## config.mk

```make
export PLATFORM = sky130hd
export DESIGN_NAME = mfc_fault_bank
export DESIGN_NICKNAME = d
export VERILOG_FILES = /design/src/mfc_pkg.sv /design/src/mfc_sync.sv /design/src/mfc_fault_bank.sv
export VERILOG_INCLUDE_DIRS = /design/src
export SDC_FILE = /design/constraint.sdc
export NUM_CORES = 1
export LEC_CHECK = 0
export BUFFER_PORTS_ARGS = -buffer_cell sky130_fd_sc_hd__buf_4
export CAP_MARGIN = 15
export CORE_ASPECT_RATIO = 1.25
export CORE_MARGIN = 5
export CORE_UTILIZATION = 45
export CTS_CLUSTER_SIZE = 30
export DETAILED_ROUTE_END_ITERATION = 12
export SLEW_MARGIN = 10
export SYNTH_ARGS = -nofsm -noshare
export SYNTH_HDL_FRONTEND = slang
export SYNTH_SLANG_ARGS = --single-unit
```

## constraint.sdc

```tcl
create_clock -name I_CLOCK -period 10.54 [get_ports I_CLOCK]
set_clock_uncertainty 0.1 [all_clocks]
set_input_delay 1.581 -clock I_CLOCK [delete_from_list [all_inputs] [get_ports I_CLOCK]]
set_output_delay 1.581 -clock I_CLOCK [all_outputs]
set_load 0.005 [all_outputs]
```

## src/mfc_consts.svh

```systemverilog
`ifndef MFC_CONSTS_SVH
`define MFC_CONSTS_SVH
// register word indices (byte address is four times the index)
`define MFC_IDX_FAULT_CFG   8'h94
`define MFC_IDX_STATUS      8'hB0
`define MFC_IDX_MASK        8'hB1
`define MFC_IDX_MEAS        8'hB2
`define MFC_IDX_CTRL        8'hB3
`define MFC_FAULT_CFG_RST   32'h0000_0000
// field positions
`define MFC_B_PARITY        31
`define MFC_B_ABN_EN        30
`define MFC_B_SYNC_EN       29
`define MFC_B_NOMTR_EN      28
`define MFC_F_ABN_LIM       27:24
`define MFC_F_SYNC_CNT      23:21
`define MFC_F_NOMTR_LIM     20:18
`define MFC_B_OV_MODE       17
`define MFC_F_MAX_SUP       16:14
`define MFC_B_UV_MODE       13
`define MFC_F_MIN_SUP       12:10
`define MFC_F_RETRY         9:7
`define MFC_F_LOCK_MIN      6:4
`define MFC_F_JUMP          3:2
`define MFC_F_ZERO_DUTY     1:0
// status / mask bits
`define MFC_NUM_EV          7
`define MFC_EV_ABN          0
`define MFC_EV_SYNC         1
`define MFC_EV_NOMTR        2
`define MFC_EV_OV           3
`define MFC_EV_UV           4
`define MFC_EV_LOCK         5
`define MFC_EV_JUMP         6
// ctrl bits
`define MFC_C_CLR_LOCK      0
`define MFC_C_CLR_OV        1
`define MFC_C_CLR_UV        2
// lock retry wait, 100 ms at 40 ns per cycle
`define MFC_RETRY_MS        100
`define MFC_CLK_NS          40
`endif

```

## src/mfc_pkg.sv

```systemverilog
package mfc_pkg;
   typedef enum logic [1:0] {MFC_RUN, MFC_LOCK_WAIT, MFC_LOCK_HELD} mfc_lock_state_t;
endpackage

```

## src/mfc_sync.sv

```systemverilog
module mfc_sync #(
   parameter int W = 1
) (
   input  wire logic         i_clk,
   input  wire logic         i_nrst,
   input  wire logic [W-1:0] i_d,
   output logic      [W-1:0] o_q
);
   logic [W-1:0] meta;
   always_ff @(posedge i_clk) begin
      if (!i_nrst) begin
         meta <= '0;
         o_q  <= '0;
      end else begin
         meta <= i_d;
         o_q  <= meta;
      end
   end
endmodule

```

## src/mfc_fault_bank.sv

```systemverilog
// The address map and strobed register access were decided locally.
`include "mfc_consts.svh"
module mfc_fault_bank #(
   parameter int RETRY_CYCLES = (`MFC_RETRY_MS * 1000000) / `MFC_CLK_NS
) (
   // clock and reset
   input  wire logic        I_CLOCK,
   input  wire logic        I_NRST,
   // register port
   input  wire logic [7:0]  I_ADDR,
   input  wire logic [31:0] I_WDATA,
   input  wire logic        I_WR,
   input  wire logic        I_RD,
   output logic      [31:0] O_RDATA,
   // measurements: speed in 0.5 Hz units, supply in 0.1 V, sense in 0.1 mV, duty in 0.1 %
   input  wire logic [15:0] I_SPEED,
   input  wire logic        I_CYCLE_DONE,
   input  wire logic        I_SYNC_LOST,
   input  wire logic [9:0]  I_SUPPLY,
   input  wire logic [9:0]  I_SENSE,
   input  wire logic [9:0]  I_DUTY,
   input  wire logic        I_AUTO_RECOVER,
   input  wire logic        I_RUNNING,
   // outputs
   output logic             O_ZERO_TARGET,
   output logic             O_GATE_HOLD,
   output logic             O_RETRY,
   output logic             O_FAULT,
   output logic             O_IRQ
);
   logic [31:0] cfg;
   logic [`MFC_NUM_EV-1:0] status;
   logic [`MFC_NUM_EV-1:0] mask;
   logic [15:0] speed_s;
   logic [15:0] prev_speed;
   logic [2:0]  pins_s;
   logic [9:0]  supply_s;
   logic [9:0]  sense_s;
   logic [9:0]  duty_s;
   logic [3:0]  sync_cnt;
   logic [4:0]  retry_cnt;
   logic [31:0] wait_cnt;
   logic        ov_flag;
   logic        uv_flag;
   logic        lock_flag;
   mfc_pkg::mfc_lock_state_t lock_st;
   mfc_pkg::mfc_lock_state_t next_lock_st;

   // pins from outside the clock domain go through two flops
   mfc_sync #(.W(16)) u_sync_speed (.i_clk(I_CLOCK), .i_nrst(I_NRST), .i_d(I_SPEED),
                                   .o_q(speed_s));
   mfc_sync #(.W(30)) u_sync_meas (.i_clk(I_CLOCK), .i_nrst(I_NRST),
                                  .i_d({I_SUPPLY, I_SENSE, I_DUTY}),
                                  .o_q({supply_s, sense_s, duty_s}));
   mfc_sync #(.W(3)) u_sync_ev (.i_clk(I_CLOCK), .i_nrst(I_NRST),
                               .i_d({I_CYCLE_DONE, I_SYNC_LOST, I_RUNNING}),
                               .o_q(pins_s));
   logic cyc_lvl_d;
   logic sync_lvl_d;
   wire  cyc_ev  = pins_s[2] & ~cyc_lvl_d;
   wire  sync_ev = pins_s[1] & ~sync_lvl_d;
   wire  running = pins_s[0];

   // field decode
   wire        abn_en   = cfg[`MFC_B_ABN_EN];
   wire        sync_en  = cfg[`MFC_B_SYNC_EN];
   wire        nomtr_en = cfg[`MFC_B_NOMTR_EN];
   // 250 Hz steps as 0.5 Hz units: 500 * (code + 1)
   wire [15:0] abn_lim  = 16'(({12'h000, cfg[`MFC_F_ABN_LIM]} + 16'h0001) * 16'h01F4);
   wire [3:0]  sync_need = {1'b0, cfg[`MFC_F_SYNC_CNT]} + 4'h2;

   logic [9:0] nomtr_lim;
   logic [9:0] max_sup;
   logic [9:0] min_sup;
   logic [4:0] retry_max;
   logic [15:0] lock_min;
   logic [3:0] jump_ratio;
   logic [9:0] zero_duty;
   always_comb begin
      case (cfg[`MFC_F_NOMTR_LIM])
         3'h0: nomtr_lim = 10'h032;
         3'h1: nomtr_lim = 10'h04B;
         3'h2: nomtr_lim = 10'h064;
         3'h3: nomtr_lim = 10'h07D;
         3'h4: nomtr_lim = 10'h0C8;
         3'h5: nomtr_lim = 10'h0FA;
         3'h6: nomtr_lim = 10'h12C;
         default: nomtr_lim = 10'h190;
      endcase
   end

   always_comb begin
      case (cfg[`MFC_F_MAX_SUP])
         3'h1: max_sup = 10'h064;
         3'h2: max_sup = 10'h096;
         3'h3: max_sup = 10'h0DC;
         3'h4: max_sup = 10'h140;
         3'h5: max_sup = 10'h190;
         3'h6: max_sup = 10'h1F4;
         3'h7: max_sup = 10'h258;
         default: max_sup = 10'h3FF;
      endcase
   end

   always_comb begin
      case (cfg[`MFC_F_MIN_SUP])
         3'h1: min_sup = 10'h032;
         3'h2: min_sup = 10'h03C;
         3'h3: min_sup = 10'h046;
         3'h4: min_sup = 10'h050;
         3'h5: min_sup = 10'h064;
         3'h6: min_sup = 10'h078;
         3'h7: min_sup = 10'h096;
         default: min_sup = 10'h000;
      endcase
   end

   always_comb begin
      case (cfg[`MFC_F_RETRY])
         3'h1: retry_max = 5'h02;
         3'h2: retry_max = 5'h03;
         3'h3: retry_max = 5'h05;
         3'h4: retry_max = 5'h07;
         3'h5: retry_max = 5'h0A;
         3'h6: retry_max = 5'h0F;
         3'h7: retry_max = 5'h14;
         default: retry_max = 5'h00;
      endcase
   end

   always_comb begin
      case (cfg[`MFC_F_LOCK_MIN])
         3'h0: lock_min = 16'h0001;
         3'h1: lock_min = 16'h0002;
         3'h2: lock_min = 16'h0004;
         3'h3: lock_min = 16'h0006;
         3'h4: lock_min = 16'h000A;
         3'h5: lock_min = 16'h0014;
         3'h6: lock_min = 16'h001E;
         default: lock_min = 16'h0032;
      endcase
   end

   always_comb begin
      case (cfg[`MFC_F_JUMP])
         2'h0: jump_ratio = 4'h2;
         2'h1: jump_ratio = 4'h4;
         2'h2: jump_ratio = 4'h6;
         default: jump_ratio = 4'h8;
      endcase
   end

   always_comb begin
      case (cfg[`MFC_F_ZERO_DUTY])
         2'h0: zero_duty = 10'h000;
         2'h1: zero_duty = 10'h00A;
         2'h2: zero_duty = 10'h014;
         default: zero_duty = 10'h019;
      endcase
   end

   // detectors; speed, sense and lock comparisons only while running to avoid startup false trips
   wire ev_abn   = abn_en & running & (speed_s > abn_lim);
   wire ev_sync  = sync_en & sync_ev & ((sync_cnt + 4'h1) >= sync_need);
   wire ev_nomtr = nomtr_en & running & (sense_s < nomtr_lim);
   wire ov_now   = (cfg[`MFC_F_MAX_SUP] != 3'h0) & (supply_s > max_sup);
   wire uv_now   = (cfg[`MFC_F_MIN_SUP] != 3'h0) & (supply_s < min_sup);
   wire slow     = running & (speed_s < lock_min);
   // ratio check both ways, widened so the product cannot overflow
   wire [19:0] prev_x = 20'(prev_speed * jump_ratio);
   wire [19:0] cur_x  = 20'(speed_s * jump_ratio);
   wire ev_jump = running & cyc_ev & (prev_speed != 16'h0000) &
                  ((20'(speed_s) > prev_x) | (20'(prev_speed) > cur_x));
   wire lock_ev = slow | ev_jump;
   assign O_ZERO_TARGET = (duty_s < zero_duty);

   // unmapped indices hit nothing: reads give zero, writes drop
   // register decode
   wire hit_cfg  = (I_ADDR == `MFC_IDX_FAULT_CFG);
   wire hit_stat = (I_ADDR == `MFC_IDX_STATUS);
   wire hit_mask = (I_ADDR == `MFC_IDX_MASK);
   wire hit_meas = (I_ADDR == `MFC_IDX_MEAS);
   wire hit_ctrl = (I_ADDR == `MFC_IDX_CTRL);
   wire ctrl_wr  = I_WR & hit_ctrl;
   wire clr_lock = ctrl_wr & I_WDATA[`MFC_C_CLR_LOCK];
   wire clr_ov   = ctrl_wr & I_WDATA[`MFC_C_CLR_OV];
   wire clr_uv   = ctrl_wr & I_WDATA[`MFC_C_CLR_UV];
   wire [31:0] rd_mux =
      hit_cfg  ? cfg :
      hit_stat ? {25'h0, status} :
      hit_mask ? {25'h0, mask} :
      hit_meas ? {29'h0, lock_flag, uv_flag, ov_flag} :
      32'h0000_0000;

   wire [`MFC_NUM_EV-1:0] ev_vec = {ev_jump, lock_ev & (lock_st == mfc_pkg::MFC_RUN),
                                    uv_now & ~uv_flag, ov_now & ~ov_flag,
                                    ev_nomtr, ev_sync, ev_abn};

   // set wins over the write-one clear
   genvar g;
   generate
      for (g = 0; g < `MFC_NUM_EV; g++) begin : g_stat
         always_ff @(posedge I_CLOCK) begin
            if (!I_NRST) status[g] <= 1'b0;
            else if (ev_vec[g]) status[g] <= 1'b1;
            else if (I_WR & hit_stat & I_WDATA[g]) status[g] <= 1'b0;
         end
      end
   endgenerate

   always_ff @(posedge I_CLOCK) begin
      if (!I_NRST) begin
         cfg     <= `MFC_FAULT_CFG_RST;
         mask    <= '0;
         O_RDATA <= 32'h0000_0000;
      end else begin
         if (I_WR & hit_cfg) cfg <= I_WDATA;
         if (I_WR & hit_mask) mask <= I_WDATA[`MFC_NUM_EV-1:0];
         O_RDATA <= I_RD ? rd_mux : 32'h0000_0000;
      end
   end

   // supply faults: latched until cleared, or auto-clear when in bounds
   // a clear that meets a still-present condition loses, so the flag re-sets
   wire next_ov = ov_now | (ov_flag & ~cfg[`MFC_B_OV_MODE] & ~clr_ov);
   wire next_uv = uv_now | (uv_flag & ~cfg[`MFC_B_UV_MODE] & ~clr_uv);

   always_ff @(posedge I_CLOCK) begin
      if (!I_NRST) begin
         ov_flag    <= 1'b0;
         uv_flag    <= 1'b0;
         cyc_lvl_d  <= 1'b0;
         sync_lvl_d <= 1'b0;
         prev_speed <= 16'h0000;
         sync_cnt   <= 4'h0;
      end else begin
         ov_flag    <= next_ov;
         uv_flag    <= next_uv;
         cyc_lvl_d  <= pins_s[2];
         sync_lvl_d <= pins_s[1];
         if (cyc_ev) prev_speed <= speed_s;
         if (!sync_en || ev_sync) sync_cnt <= 4'h0;
         else if (sync_ev) sync_cnt <= sync_cnt + 4'h1;
      end
   end

   // lock handling
   // retry cap code zero means retries never run out
   wire retries_left = (retry_max == 5'h00) | (retry_cnt < retry_max);
   // wait length is fixed here; its selector lives in another register
   wire wait_done    = (wait_cnt >= 32'(RETRY_CYCLES - 1));
   always_comb begin
      next_lock_st = lock_st;
      case (lock_st)
         mfc_pkg::MFC_RUN:
            if (lock_ev) begin
               if (I_AUTO_RECOVER && retries_left) next_lock_st = mfc_pkg::MFC_LOCK_WAIT;
               else next_lock_st = mfc_pkg::MFC_LOCK_HELD;
            end
         mfc_pkg::MFC_LOCK_WAIT:
            if (wait_done) next_lock_st = mfc_pkg::MFC_RUN;
         mfc_pkg::MFC_LOCK_HELD:
            if (clr_lock) next_lock_st = mfc_pkg::MFC_RUN;
         default: next_lock_st = mfc_pkg::MFC_RUN;
      endcase
   end

   always_ff @(posedge I_CLOCK) begin
      if (!I_NRST) begin
         lock_st   <= mfc_pkg::MFC_RUN;
         wait_cnt  <= 32'h0000_0000;
         retry_cnt <= 5'h00;
         O_RETRY   <= 1'b0;
      end else begin
         lock_st  <= next_lock_st;
         wait_cnt <= (lock_st == mfc_pkg::MFC_LOCK_WAIT) ? wait_cnt + 32'h1 : 32'h0;
         O_RETRY  <= (lock_st == mfc_pkg::MFC_LOCK_WAIT) && wait_done;
         if (clr_lock) retry_cnt <= 5'h00;
         else if ((lock_st == mfc_pkg::MFC_LOCK_WAIT) && wait_done && retry_cnt != 5'h1F)
            retry_cnt <= retry_cnt + 5'h01;
      end
   end

   assign lock_flag   = (lock_st != mfc_pkg::MFC_RUN);
   assign O_GATE_HOLD = lock_flag;
   assign O_FAULT     = lock_flag | ov_flag | uv_flag;
   assign O_IRQ       = |(status & mask);
endmodule

```

# == Yosys cells after proc, flatten, opt, wreduce, memory -nomap -nowiden ==
# Index checks and enable logic that the tools add are counted.
# Widths: inputs -> output; s select.
# totals
reg_bits,240
word_cells,203
out_inout_bits,37
# op_classes
n_eq_ne,48
n_mul,3
order_cmp,11
muxes,30
add_sub_neg,5
reduce_logical,28
bitwise,52
# ops
cell,n
$pmux 10 s7,1
$pmux 9 s7,1
$pmux 8 s7,1
$eq 3x3->1 const B,18
$pmux 6 s7,1
$eq 8x8->1 const B,5
$gt 16x20->1,2
$mul 16x4->20,2
$and 1x1->1,35
$pmux 5 s7,1
$add 32x1->32 const B,1
$ge 32x22->1 const B,1
$mux 32,1
$eq 3x2->1 const B,10
$lt 10x10->1,3
$gt 16x14->1,1
$lt 16x16->1,1
$reduce_bool 16->1,1
$reduce_bool 2->1,8
$eq 3x1->1 const B,5
$pmux 5 s3,1
$mux 1,14
$mux 7,2
$mul 5x7->12 const B,1
29 further kinds,60

# == Depth between registers and ports, before layout ==
# Gate-level depths: netlist (run 1).
# depth
word_depth,9
mapped_depth,24
mapped_depth_nobuf,23

# == Modules after synthesis ==
# A second synthesis (run 1) with hierarchy kept.
# unflattened
cells_unflattened,1576
area_unflattened_um2,14453.9
# modules_own_cells
mod,area_per_inst_um2,cells_per_inst,instances
mfc_fault_bank,11733.8,1371,1
mfc_sync at u_sync_meas,1666.6,126,1
mfc_sync at u_sync_speed,895.9,67,1
mfc_sync at u_sync_ev,157.7,12,1

# == Worst setup path after synthesis (run 1) ==
# No wires, ideal clock.
# synth_path
path_kind,register to register
startpoint,register cfg[24]
endpoint,register status[0]
t_arrival_ns,5.180
path_stages_with_launch,21
setup_time_ns,0.117
setup_slack_ns,5.143
synth_period_minus_slack_ns,5.397
path_buffers,0
path_cell_list,dfxtp_1 -> nand3_1 -> xnor2_1 -> fa_1 -> fa_1 -> fa_1 -> inv_1 -> ha_1 -> inv_1 -> nor2_1 -> o21a_1 -> o21ai_0 -> nand2b_1 -> a21oi_1 -> xor2_1 -> ha_1 -> nand4_1 -> or4_1 -> nor3_1 -> nor2_1 -> a32o_1
# synth_via
elab_chain_cells,5
word_cells_on_any_way,6
classes_between,1 x add/sub; 1 x mul; 1 x order compare; 1 x mux; 1 x bitwise; 1 x reduce/logical
# synth_lines
element,line,source
start: declaration,mfc_fault_bank.sv:31,logic [31:0] cfg;
start signal: assignment,mfc_fault_bank.sv:213,cfg <= `MFC_FAULT_CFG_RST;
$add 4x1->5 *,mfc_fault_bank.sv:69,"wire [15:0] abn_lim = 16'(({12'h000, cfg[`MFC_F_ABN_LIM]} + 16'h0001) * 16'h01F4);"
$mul 5x7->12 *,mfc_fault_bank.sv:69,
$gt 16x14->1 *,mfc_fault_bank.sv:163,wire ev_abn = abn_en & running & (speed_s > abn_lim);
$and 1x1->1 *,mfc_fault_bank.sv:163,
$mux 1 or $reduce_bool 2->1 (tied branches),-,
end signal: indexed assignment,mfc_fault_bank.sv:204,if (!I_NRST) status[g] <= 1'b0;
end signal: indexed assignment,mfc_fault_bank.sv:205,else if (ev_vec[g]) status[g] <= 1'b1;
end signal: indexed assignment,mfc_fault_bank.sv:206,else if (I_WR & hit_stat & I_WDATA[g]) status[g] <= 1'b0;
end: declaration,mfc_fault_bank.sv:32,logic [`MFC_NUM_EV-1:0] status;
# Every way passes the cells marked *; elsewhere a longest branch is shown, timed or not.
# A chain may end at the register's enable or synchronous reset.

# == Worst setup path after layout (run 1) ==
# layout_path
startpoint,register cfg[3]
endpoint,register status[5]
# layout_via
elab_chain_cells,9
word_cells_on_any_way,14
classes_between,2 x mul; 2 x order compare; 2 x eq/ne; 2 x mux; 4 x bitwise; 2 x reduce/logical
# layout_lines
element,line,source
$eq 2x2->1 (tied with other cells),mfc_fault_bank.sv:145,case (cfg[`MFC_F_JUMP])
$pmux 4 s3 *,mfc_fault_bank.sv:145,
$mul 16x4->20 (on tied branches),"mfc_fault_bank.sv:170, mfc_fault_bank.sv:171",
$gt 16x20->1,mfc_fault_bank.sv:173,((20'(speed_s) > prev_x) | (20'(prev_speed) > cur_x));
$or 1x1->1 *,mfc_fault_bank.sv:173,
$and 1x1->1 *,mfc_fault_bank.sv:172,wire ev_jump = running & cyc_ev & (prev_speed != 16'h0000) &
$or 1x1->1 *,mfc_fault_bank.sv:174,wire lock_ev = slow | ev_jump;
$and 1x1->1 *,mfc_fault_bank.sv:195,"wire [`MFC_NUM_EV-1:0] ev_vec = {ev_jump, lock_ev & (lock_st == mfc_pkg::MFC_RUN),"
$mux 1 or $reduce_bool 2->1 (tied branches),-,
# Marked as above.

==> out/metrics.yaml, run 1 <==
grt:
  grt_max_degree: 115
  grt_busiest_layer: "met2"
  use_met3: 0.04158
  track_usage: 0.1919
  use_met2: 0.3444
  antenna_found_initial: 2
  grt_overflow: 0
  use_met1: 0.2269
  grt_pass1_wl_mm: 56.48
  grt_pass1_vias: 11550
floorplan:
  start_util: 0.4564
  die_area_sq_um: 35190
  rows: 72
  die_y_um: 208.5
  coreArea_sq_um: 31080
  dieWidth_um: 168.8
  ios: 131
flow_run:
  maxCapViolCount: 0
power_and_ir_drop:
  irDropWorstVdd_uv: 130.2
  combinationalPowerShare: 0.059
  p_switching_mw: 0.4363
  p_sw_frac: 0.2263
  pwr-share-seq: 0.488
  p_clk_frac: 0.454
  power_density_nw_per_um2: 118.1
  p_leak_nw: 7.328
  p_int_mw: 1.492
synth:
  ys_top_cells_by_area: "dfxtp_1, ha_1, and2_1"
  ys_seq_area_frac: 0.3387
  synth_top_area_share: 0.3387
  synth_area_per_cell_sq_um: 8.794
  yosys.area.top_type: "dfxtp_1"
  async_flop_share: 0
  yosys.cell_count.top_type: "dfxtp_1"
  synthFlopType: "dfxtp_1"
  synth_common_cells: "dfxtp_1, and2_1, nand2_1"
  synth_edf_count: 0
  synthDistinctLibCells: 64
  synthCells: 1613
  synth_fp_nets: 1925
  yosys_register_bits: 240
  synth_warnings: 0
  synth.cell_area_sq_um: 14180
cts:
  root_buffer: "clkbuf_16"
  cts_buffers: 26
  hold_buffers: 0
  clock-sinks: 240
  cts_tree: "built"
  h-tree-depth: 1
  clk_path_buf_depth: 3
  clk_latency_ns: 0.54
  clkTransAtPathRegs_ns: 0.06
  cts_setup_buffers: 0
  cts_resized: 0
drt:
  routed_wl_mm: 33.42
  ant_nets: 0
  wl_per_cell_um: 15.61
  drt_pass1_iterations: 4
  vias: 11250
  viasPerCell: 5.253
  drt_iter0_drc: 378
  drc: 0
final_layout:
  postLayoutCoreUtil: 0.5250
  seq_area_sq_um: 4805
  nFillCells: 2908
  drive_gt1_frac: 0.1073
  nets: 2027
  multi_input_area_sq_um: 8899
  area_growth_pct: 15.04
  n_antenna_cell: 0
timing:
  clock.fmax_mhz: 151.5
  fin_crit_sh: 0.6263
  hold_violations: 0
  drv_slew: 0
  setup_violations: 0
  tightest_slew_ns: 0.8923
  whs_ns: 0.3256
  maxSlewHeadroom: 0.3996
  rsz0062_at_grt: "false"
  finalSetupTns_ns: 0
  period_needed_ns: 6.602
place:
  gp_congestion: 0.8853
  portBuffers: 130
  hpwlAfterDp_mm: 25.27
status:
  status: "complete, no violations"
setup_path:
  crit_type: "register to register"
  worst-endpoint-required_ns: 10.90
  cp-end-kind: "register"
  arrival_ns: 6.96
  crit_fanout: 32
  start_kind: "register"
min_path:
  hp-class: "register to register"
==> registers in the layout, summed over array words and instances (netlist names), 2 cells and up <==
signal             count
O_RDATA               32
cfg                   32
lock_st                2
mask                   7
prev_speed            16
retry_cnt              5
status                 7
sync_cnt               4
u_sync_ev.meta         3
u_sync_ev.o_q          3
u_sync_meas.meta      30
u_sync_meas.o_q       30
u_sync_speed.meta     16
u_sync_speed.o_q      16
wait_cnt              32
==> path summary, 6_finish.rpt <==
check,cells past startpoint,slack [ns],endpoint,from
worst max register to register,22,3.94,status[5],cfg[3]
worst min register to register,1,0.33,u_sync_meas.o_q[1],u_sync_meas.meta[1]
worst min-delay path,1,0.33,u_sync_meas.o_q[1],u_sync_meas.meta[1]
worst max-delay path,22,3.94,status[5],cfg[3]
==> final cells by class <==
cell class | instances | area share
clock inverters | 8 | 0.003604
multi-input cells | 1245 | 0.5453
inverters | 64 | 0.01472
clock buffers | 39 | 0.04723
well taps | 407 | 0.03121
flip-flops and latches | 240 | 0.2944
repair buffers | 138 | 0.06349
==> cells in the final DEF, fill, tap and decap left out, types with 5 or more instances in the layout <==
master,n
nor4_1,17
nor2b_1,40
xnor2_1,25
nand4_1,20
dfxtp_1,240
nand3_1,44
inv_1,63
fa_1,40
nand2_1,185
o22ai_1,5
nor3_1,11
clkbuf_1,7
a21o_1,21
and2_1,190
a21oi_1,120
mux2i_1,10
nor2_1,96
ha_1,178
a222oi_1,5
xor2_1,41
a211oi_1,12
buf_4,138
clkbuf_16,27
o21ai_0,49
o21a_1,26
clkbuf_8,5
or3_1,15
and3_1,8
nand2b_1,23
==> worst max-delay path: stages (launching register included) <==
cell and delay [ns]:
dfxtp_1 0.33, ha_1 0.85, and2_1 0.25, fa_1 0.43, ha_1 0.30, ha_1 0.23
fa_1 0.44, a211oi_1 0.27, nor2_1 0.11, o21a_1 0.19, o21ai_0 0.20, nand2b_1 0.08
a21oi_1 0.17, xor2_1 0.16, ha_1 0.24, nand4_1 0.13, nor4_1 0.09, a2111o_1 0.38
nor4_1 0.18, o311ai_0 0.17, nor4_1 0.79, o31ai_1 0.20, a21oi_1 0.19
==> through the flow <==
step,power (mW),area (sq um),std cells,setup slack (ns)
2_1_floorplan,1.019,14180,1613,5.143
3_3_place_gp,1.072,15490,2094,4.115
3_5_place_dp,1.074,15490,2094,3.881
4_1_cts,1.953,16320,2141,3.842
5_1_grt,2.007,16320,2141,3.485
6_report,1.928,16320,2141,3.938
==> cell families (layout without fill, tap and decap cells) <==
group           count (synthesis)  in the layout  share of synthesized area
fa+ha+maj                     218            218                     0.2135
buf+inv                       128            249                    0.03396
compound gates                278            278                     0.1200
simple gates                  671            671                     0.2445
xor+xnor                       66             66                    0.04075
flops                         240            240                     0.3387
mux                            12             12                   0.008644
==> power by group through the flow <==
stage               clock network (mW)  registers (mW)  logic (mW)
detailed placement                   0           0.960       0.114
finish                           0.875           0.940       0.113
CTS                              0.898           0.940       0.115
floorplan                            0           0.953      0.0661
global route                     0.936           0.942       0.129
global placement                     0           0.960       0.112
==> metal layers <==
metal,share of wire,vias up
li1,-,5722
met1,0.42,5225
met2,0.50,224
met3,0.054,71
met4,0.028,4
met5,0.00081,-
Power figures use the tool's default switching activity.
==> inputs of run 2 (changes only) <==
- PLACE_DENSITY: default -> 0.66
- clock period: 10.54 -> 5.4 ns (I/O delays scaled with it)
==> out/metrics.yaml, run 2 (synthesized netlist as in run 1, its figures left out) <==
timing:
  maxSlewHeadroom: 0.3948  # -0.004866
  drv_slew: 0  # unchanged
  rsz0062_at_grt: "false"
  clock.fmax_mhz: 194.1  # +28%
  tightest_slew_ns: 0.9078  # +0.01553 ns
  fin_crit_sh: 0.9540  # +0.3277
  hold_violations: 0  # unchanged
  period_needed_ns: 5.152  # -1.450 ns
  setup_violations: 0  # unchanged
drt:
  ant_nets: 0  # unchanged
  drt_iter0_drc: 544  # +44%
  vias: 11370  # +1.1%
  viasPerCell: 5.241  # -0.22%
  drc: 0  # unchanged
  wl_per_cell_um: 15.57  # -0.25%
  drt_pass1_iterations: 4  # unchanged
  routed_wl_mm: 33.79  # +1.1%
grt:
  grt_max_degree: 113  # -1.7%
  grt_overflow: 0  # unchanged
  track_usage: 0.1893  # -0.002590
  antenna_found_initial: 0  # -2
  grt_pass1_vias: 11360  # -1.7%
  grt_pass1_wl_mm: 55.61  # -1.5%
place:
  gp_congestion: 0.8956  # +1.2%
  dp.cells: 2120  # +1.2%
  hpwlAfterDp_mm: 25.87  # +2.3%
  portBuffers: 130  # unchanged
  place_area_sq_um: 15680  # +1.3%
cts:
  root_buffer: "clkbuf_16"
  clk_latency_ns: 0.54  # about the same
  cts_tree: "built"
  h-tree-depth: 1  # unchanged
  clock-sinks: 240  # unchanged
  clk_path_buf_depth: 3  # unchanged
  cts_buffers: 25  # -3.8%
  clkTransAtPathRegs_ns: 0.07  # about the same
  hold_buffers: 0  # unchanged
power_and_ir_drop:
  p_int_mw: 3.079  # +110%
  combinationalPowerShare: 0.060  # about the same
  power_density_nw_per_um2: 234.0  # +98%
  p_switching_mw: 0.8603  # +97%
  irDropWorstVdd_uv: 216.1  # +66%
  p_leak_nw: 7.513  # +2.5%
  p_sw_frac: 0.2184  # -0.007939
  p_clk_frac: 0.476  # +0.022
  pwr-share-seq: 0.465  # -0.023
setup_path:
  crit_type: "register to register"
  start_kind: "register"
  arrival_ns: 5.50  # -1.46 ns
  cp-end-kind: "register"
  crit_fanout: 18  # -44%
  worst-endpoint-required_ns: 5.75  # -5.15 ns
floorplan:
  start_util: 0.4564  # unchanged
  rows: 72  # unchanged
  dieWidth_um: 168.8  # unchanged
  coreArea_sq_um: 31080  # unchanged
  ios: 131  # unchanged
  die_area_sq_um: 35190  # unchanged
  die_y_um: 208.5  # unchanged
final_layout:
  final_cells: 2170  # +1.4%
  drive_gt1_frac: 0.1441  # +0.03681
  final_cell_mix: "dfxtp_1, and2_1, nand2_1"
  area_growth_pct: 18.70
  layout_commonest_cell: "dfxtp_1"
  nets: 2056  # +1.4%
  reg_top3: "O_RDATA x32, cfg x32, wait_cnt x32"
  n_antenna_cell: 0  # unchanged
  fin_area_sq_um: 16840  # +3.2%
status:
  status: "complete, no violations"
flow_run:
  maxCapViolCount: 0  # unchanged
min_path:
  hp-class: "register to register"
run 2: what timing repair did:
item / 4_1_cts / 5_1_grt
buffers inserted: 0 / 4
hold endpoints to repair: 0 / 0
pin swaps: 1 / 23
setup endpoints to repair: 2 / 5
resized for setup: 1 / 46
run 2: path summary, 6_finish.rpt:
check | from | endpoint | slack [ns] | depth (start not counted)
setup reg to reg | cfg[3] | lock_st[1] | 0.25 | 21
hold / removal | u_sync_speed.meta[10] | u_sync_speed.o_q[10] | 0.32 | 1
setup / recovery | cfg[3] | lock_st[1] | 0.25 | 21
hold reg to reg | u_sync_speed.meta[10] | u_sync_speed.o_q[10] | 0.32 | 1
run 2: cell type report:
type,instances,area [sq um]
well taps,407,509.2
inverters,64,240.2
repair buffers,168,1277
fillers,2830,14240
multi-input cells,1245,9085
clock inverters,13,181.4
flip-flops and latches,240,4808
clock buffers,33,735.7
run 2: power groups by stage:
stage               registers (mW)  logic (mW)  clock network, mW
floorplan                     1.86       0.129                  0
global placement              1.87       0.228                  0
detailed placement            1.87       0.234                  0
CTS                           1.83       0.235               1.93
global route                  1.83       0.264               1.99
finish                        1.83       0.235               1.87
run 2: stage by stage:
step             util  power [mW]   TNS, ns  setup WS (ns)  hold slack [ns]
2_1_floorplan       -       1.988         0       0.002941           0.3119
3_3_place_gp   0.5046       2.098         0        0.05080           0.3155
3_5_place_dp   0.5046       2.104  -0.07003       -0.04180           0.3191
4_1_cts        0.5343       3.993         0        0.01754           0.3264
5_1_grt        0.5417       4.092         0       0.001435           0.3415
6_report       0.5417       3.939         0         0.2481           0.3243
run 2: critical path, cell delays in order, from the launching register on:
cell	delay, ns
dfxtp_2	0.34
ha_4	0.27
buf_12	0.15
and2_1	0.17
fa_1	0.58
ha_4	0.22
ha_4	0.17
or4_4	0.54
o22ai_4	0.19
o21ai_1	0.08
a21o_1	0.19
xnor2_1	0.12
ha_1	0.33
nand4_1	0.12
nor4_1	0.07
a2111o_1	0.36
nor4_2	0.28
o311ai_1	0.13
nor4_1	0.29
buf_4	0.17
o31ai_2	0.07
o32ai_1	0.11
run 2: metal layers:
metal / wire, um / GRT usage / up-vias / share of wire
li1: - / - / 5768 / -
met1: 13780 / 0.2194 / 5338 / 0.41
met2: 17090 / 0.3448 / 209 / 0.51
met3: 1918 / 0.03987 / 58 / 0.057
met4: 1008 / 0.06131 / 0 / 0.030
met5: 0 / 0 / - / 0
==> inputs of run 3 (changes only) <==
==> constraint.sdc (replaced) <==
create_clock -name I_CLOCK -period 5.4 [get_ports I_CLOCK]
set_clock_uncertainty 0.1 [all_clocks]
set_input_delay 1.08 -clock I_CLOCK [delete_from_list [all_inputs] [get_ports I_CLOCK]]
set_output_delay 1.08 -clock I_CLOCK [all_outputs]
set_load 0.005 [all_outputs]
==> out/metrics.yaml, run 3 (synthesized netlist as in run 1, its figures left out) <==
power_and_ir_drop:
  pwr-share-seq: 0.476  # +0.011
  p_int_mw: 2.954  # -4.1%
  p_sw_frac: 0.2312  # +0.01287
  power_density_nw_per_um2: 227.9  # -2.6%
  p_leak_nw: 7.510  # about the same
  power_mw: 3.842  # -2.5%
  p_switching_mw: 0.8885  # +3.3%
  irDropWorstVdd_uv: 231.5  # +7.1%
  p_clk_frac: 0.462  # -0.014
  combinationalPowerShare: 0.062  # +0.002
floorplan:
  start_util: 0.4564  # unchanged
  die_area_sq_um: 35190  # unchanged
  die_y_um: 208.5  # unchanged
  ios: 131  # unchanged
  coreArea_sq_um: 31080  # unchanged
  rows: 72  # unchanged
  dieWidth_um: 168.8  # unchanged
drt:
  vias: 11470  # +0.84%
  drt_iter0_drc: 495  # -9.0%
  routed_wl_mm: 34.32  # +1.6%
  drc: 0  # unchanged
  drt_pass1_iterations: 5  # +1
  viasPerCell: 5.280  # +0.75%
  ant_nets: 0  # unchanged
  wl_per_cell_um: 15.80  # +1.5%
place:
  post-place-ws_ns: -0.005380  # +0.03642 ns
  hpwlAfterDp_mm: 26.09  # +0.87%
  portBuffers: 130  # unchanged
  gp_congestion: 0.9012  # +0.63%
setup_path:
  crit_type: "register to register"
  crit_fanout: 18  # unchanged
  cp-end-kind: "register"
  worst-endpoint-required_ns: 5.78  # +0.03 ns
  arrival_ns: 5.53  # +0.03 ns
  start_kind: "register"
timing:
  layout_setup_ws_ns: 0.2492  # +0.001086 ns
  setup_violations: 0  # unchanged
  fin_crit_sh: 0.9538  # about the same
  maxSlewHeadroom: 0.3666  # -0.02815
  drv_slew: 0  # unchanged
  period_needed_ns: 5.151  # -0.001086 ns
  whs_ns: 0.3252  # +0.0008530 ns
  tightest_slew_ns: 0.9501  # +0.04223 ns
  rsz0062_at_grt: "true"
  hold_violations: 0  # unchanged
  finalSetupTns_ns: 0  # unchanged
  clock.fmax_mhz: 194.1  # about the same
cts:
  root_buffer: "clkbuf_16"
  cts_buffers: 25  # unchanged
  hold_buffers: 0  # unchanged
  clk_path_buf_depth: 3  # unchanged
  clock-sinks: 240  # unchanged
  h-tree-depth: 1  # unchanged
  clk_latency_ns: 0.55  # about the same
  cts_tree: "built"
  clkTransAtPathRegs_ns: 0.07  # about the same
status:
  status: "complete, no violations"
final_layout:
  layout_commonest_cell: "dfxtp_1"
  n_antenna_cell: 0  # unchanged
  nFillCells: 2884  # +1.9%
  reg_top3: "O_RDATA x32, cfg x32, wait_cnt x32"
  area_growth_pct: 18.85
  nets: 2058  # +0.097%
  drive_gt1_frac: 0.1490  # +0.004936
  final_cell_mix: "dfxtp_1, and2_1, nand2_1"
grt:
  antenna_found_initial: 0  # unchanged
  grt_pass1_vias: 11610  # +2.3%
  grt_overflow: 0  # unchanged
  track_usage: 0.1910  # +0.001707
  grt_max_degree: 104  # -8.0%
  grt_pass1_wl_mm: 56.01  # +0.72%
min_path:
  hp-class: "register to register"
flow_run:
  maxCapViolCount: 0  # unchanged
-- run 3: layout make-up --
cell class / count / area, sq um / area share
Multi-Input combinational cell: 1245 / 9151 / 0.5428
Inverter: 64 / 240.2 / 0.01425
Tap cell: 407 / 509.2 / 0.03021
Timing Repair Buffer: 170 / 1291 / 0.07659
Clock buffer: 32 / 701.9 / 0.04164
Clock inverter: 14 / 151.4 / 0.008980
Sequential cell: 240 / 4813 / 0.2855
-- run 3: path summary, 6_finish.rpt --
path	from	endpoint	slack (ns)	cells after the start
setup / recovery	cfg[3]	status[6]	0.25	22
hold / removal	u_sync_speed.meta[11]	u_sync_speed.o_q[11]	0.33	1
setup reg to reg	cfg[3]	status[6]	0.25	22
hold reg to reg	u_sync_speed.meta[11]	u_sync_speed.o_q[11]	0.33	1
-- run 3: power groups by stage --
stage               clock [mW]  sequential, mW  combinational, mW
CTS                       1.82            1.83              0.234
detailed placement           0            1.87              0.233
global route              1.89            1.83              0.266
global placement             0            1.87              0.228
floorplan                    0            1.86              0.129
finish                    1.78            1.83              0.237
-- run 3: metal layers --
metal  vias up  routed length [um]  global-route usage  share of wire
li1       5766                   -                   -              -
met4         0                 879             0.06215          0.026
met5         -                   0                   0              0
met2       230               17720              0.3515           0.52
met3        59                1881             0.04177          0.055
met1      5414               13840              0.2173           0.40
-- run 3: stage by stage --
step             util  instances  instance area, sq um
2_1_floorplan       -       1613                 14180
3_3_place_gp   0.5046       2120                 15680
3_5_place_dp   0.5046       2120                 15680
4_1_cts        0.5323       2166                 16540
5_1_grt        0.5424       2172                 16860
6_report       0.5424       2172                 16860
-- run 3: worst max-delay path, cell delays in order, from the launching register on --
cell,delay [ns]
dfxtp_2,0.34
ha_4,0.26
buf_8,0.15
and2_4,0.16
fa_1,0.45
ha_1,0.34
ha_4,0.20
or4_4,0.53
o22ai_4,0.18
o21ai_0,0.12
a21o_1,0.19
xnor2_1,0.12
ha_1,0.33
nand4_1,0.14
nor4_2,0.05
a2111o_1,0.30
nor4_2,0.27
o311ai_1,0.13
nor4_1,0.31
buf_4,0.19
buf_6,0.09
nor2_4,0.03
a21oi_2,0.11
-- run 3: what timing repair did --
action | CTS | global route
hold endpoints to repair | 0 | 0
setup endpoints to repair | 2 | 5
buffers inserted | 0 | 6
gates resized for setup | 1 | 61
pin swaps | 1 | 27
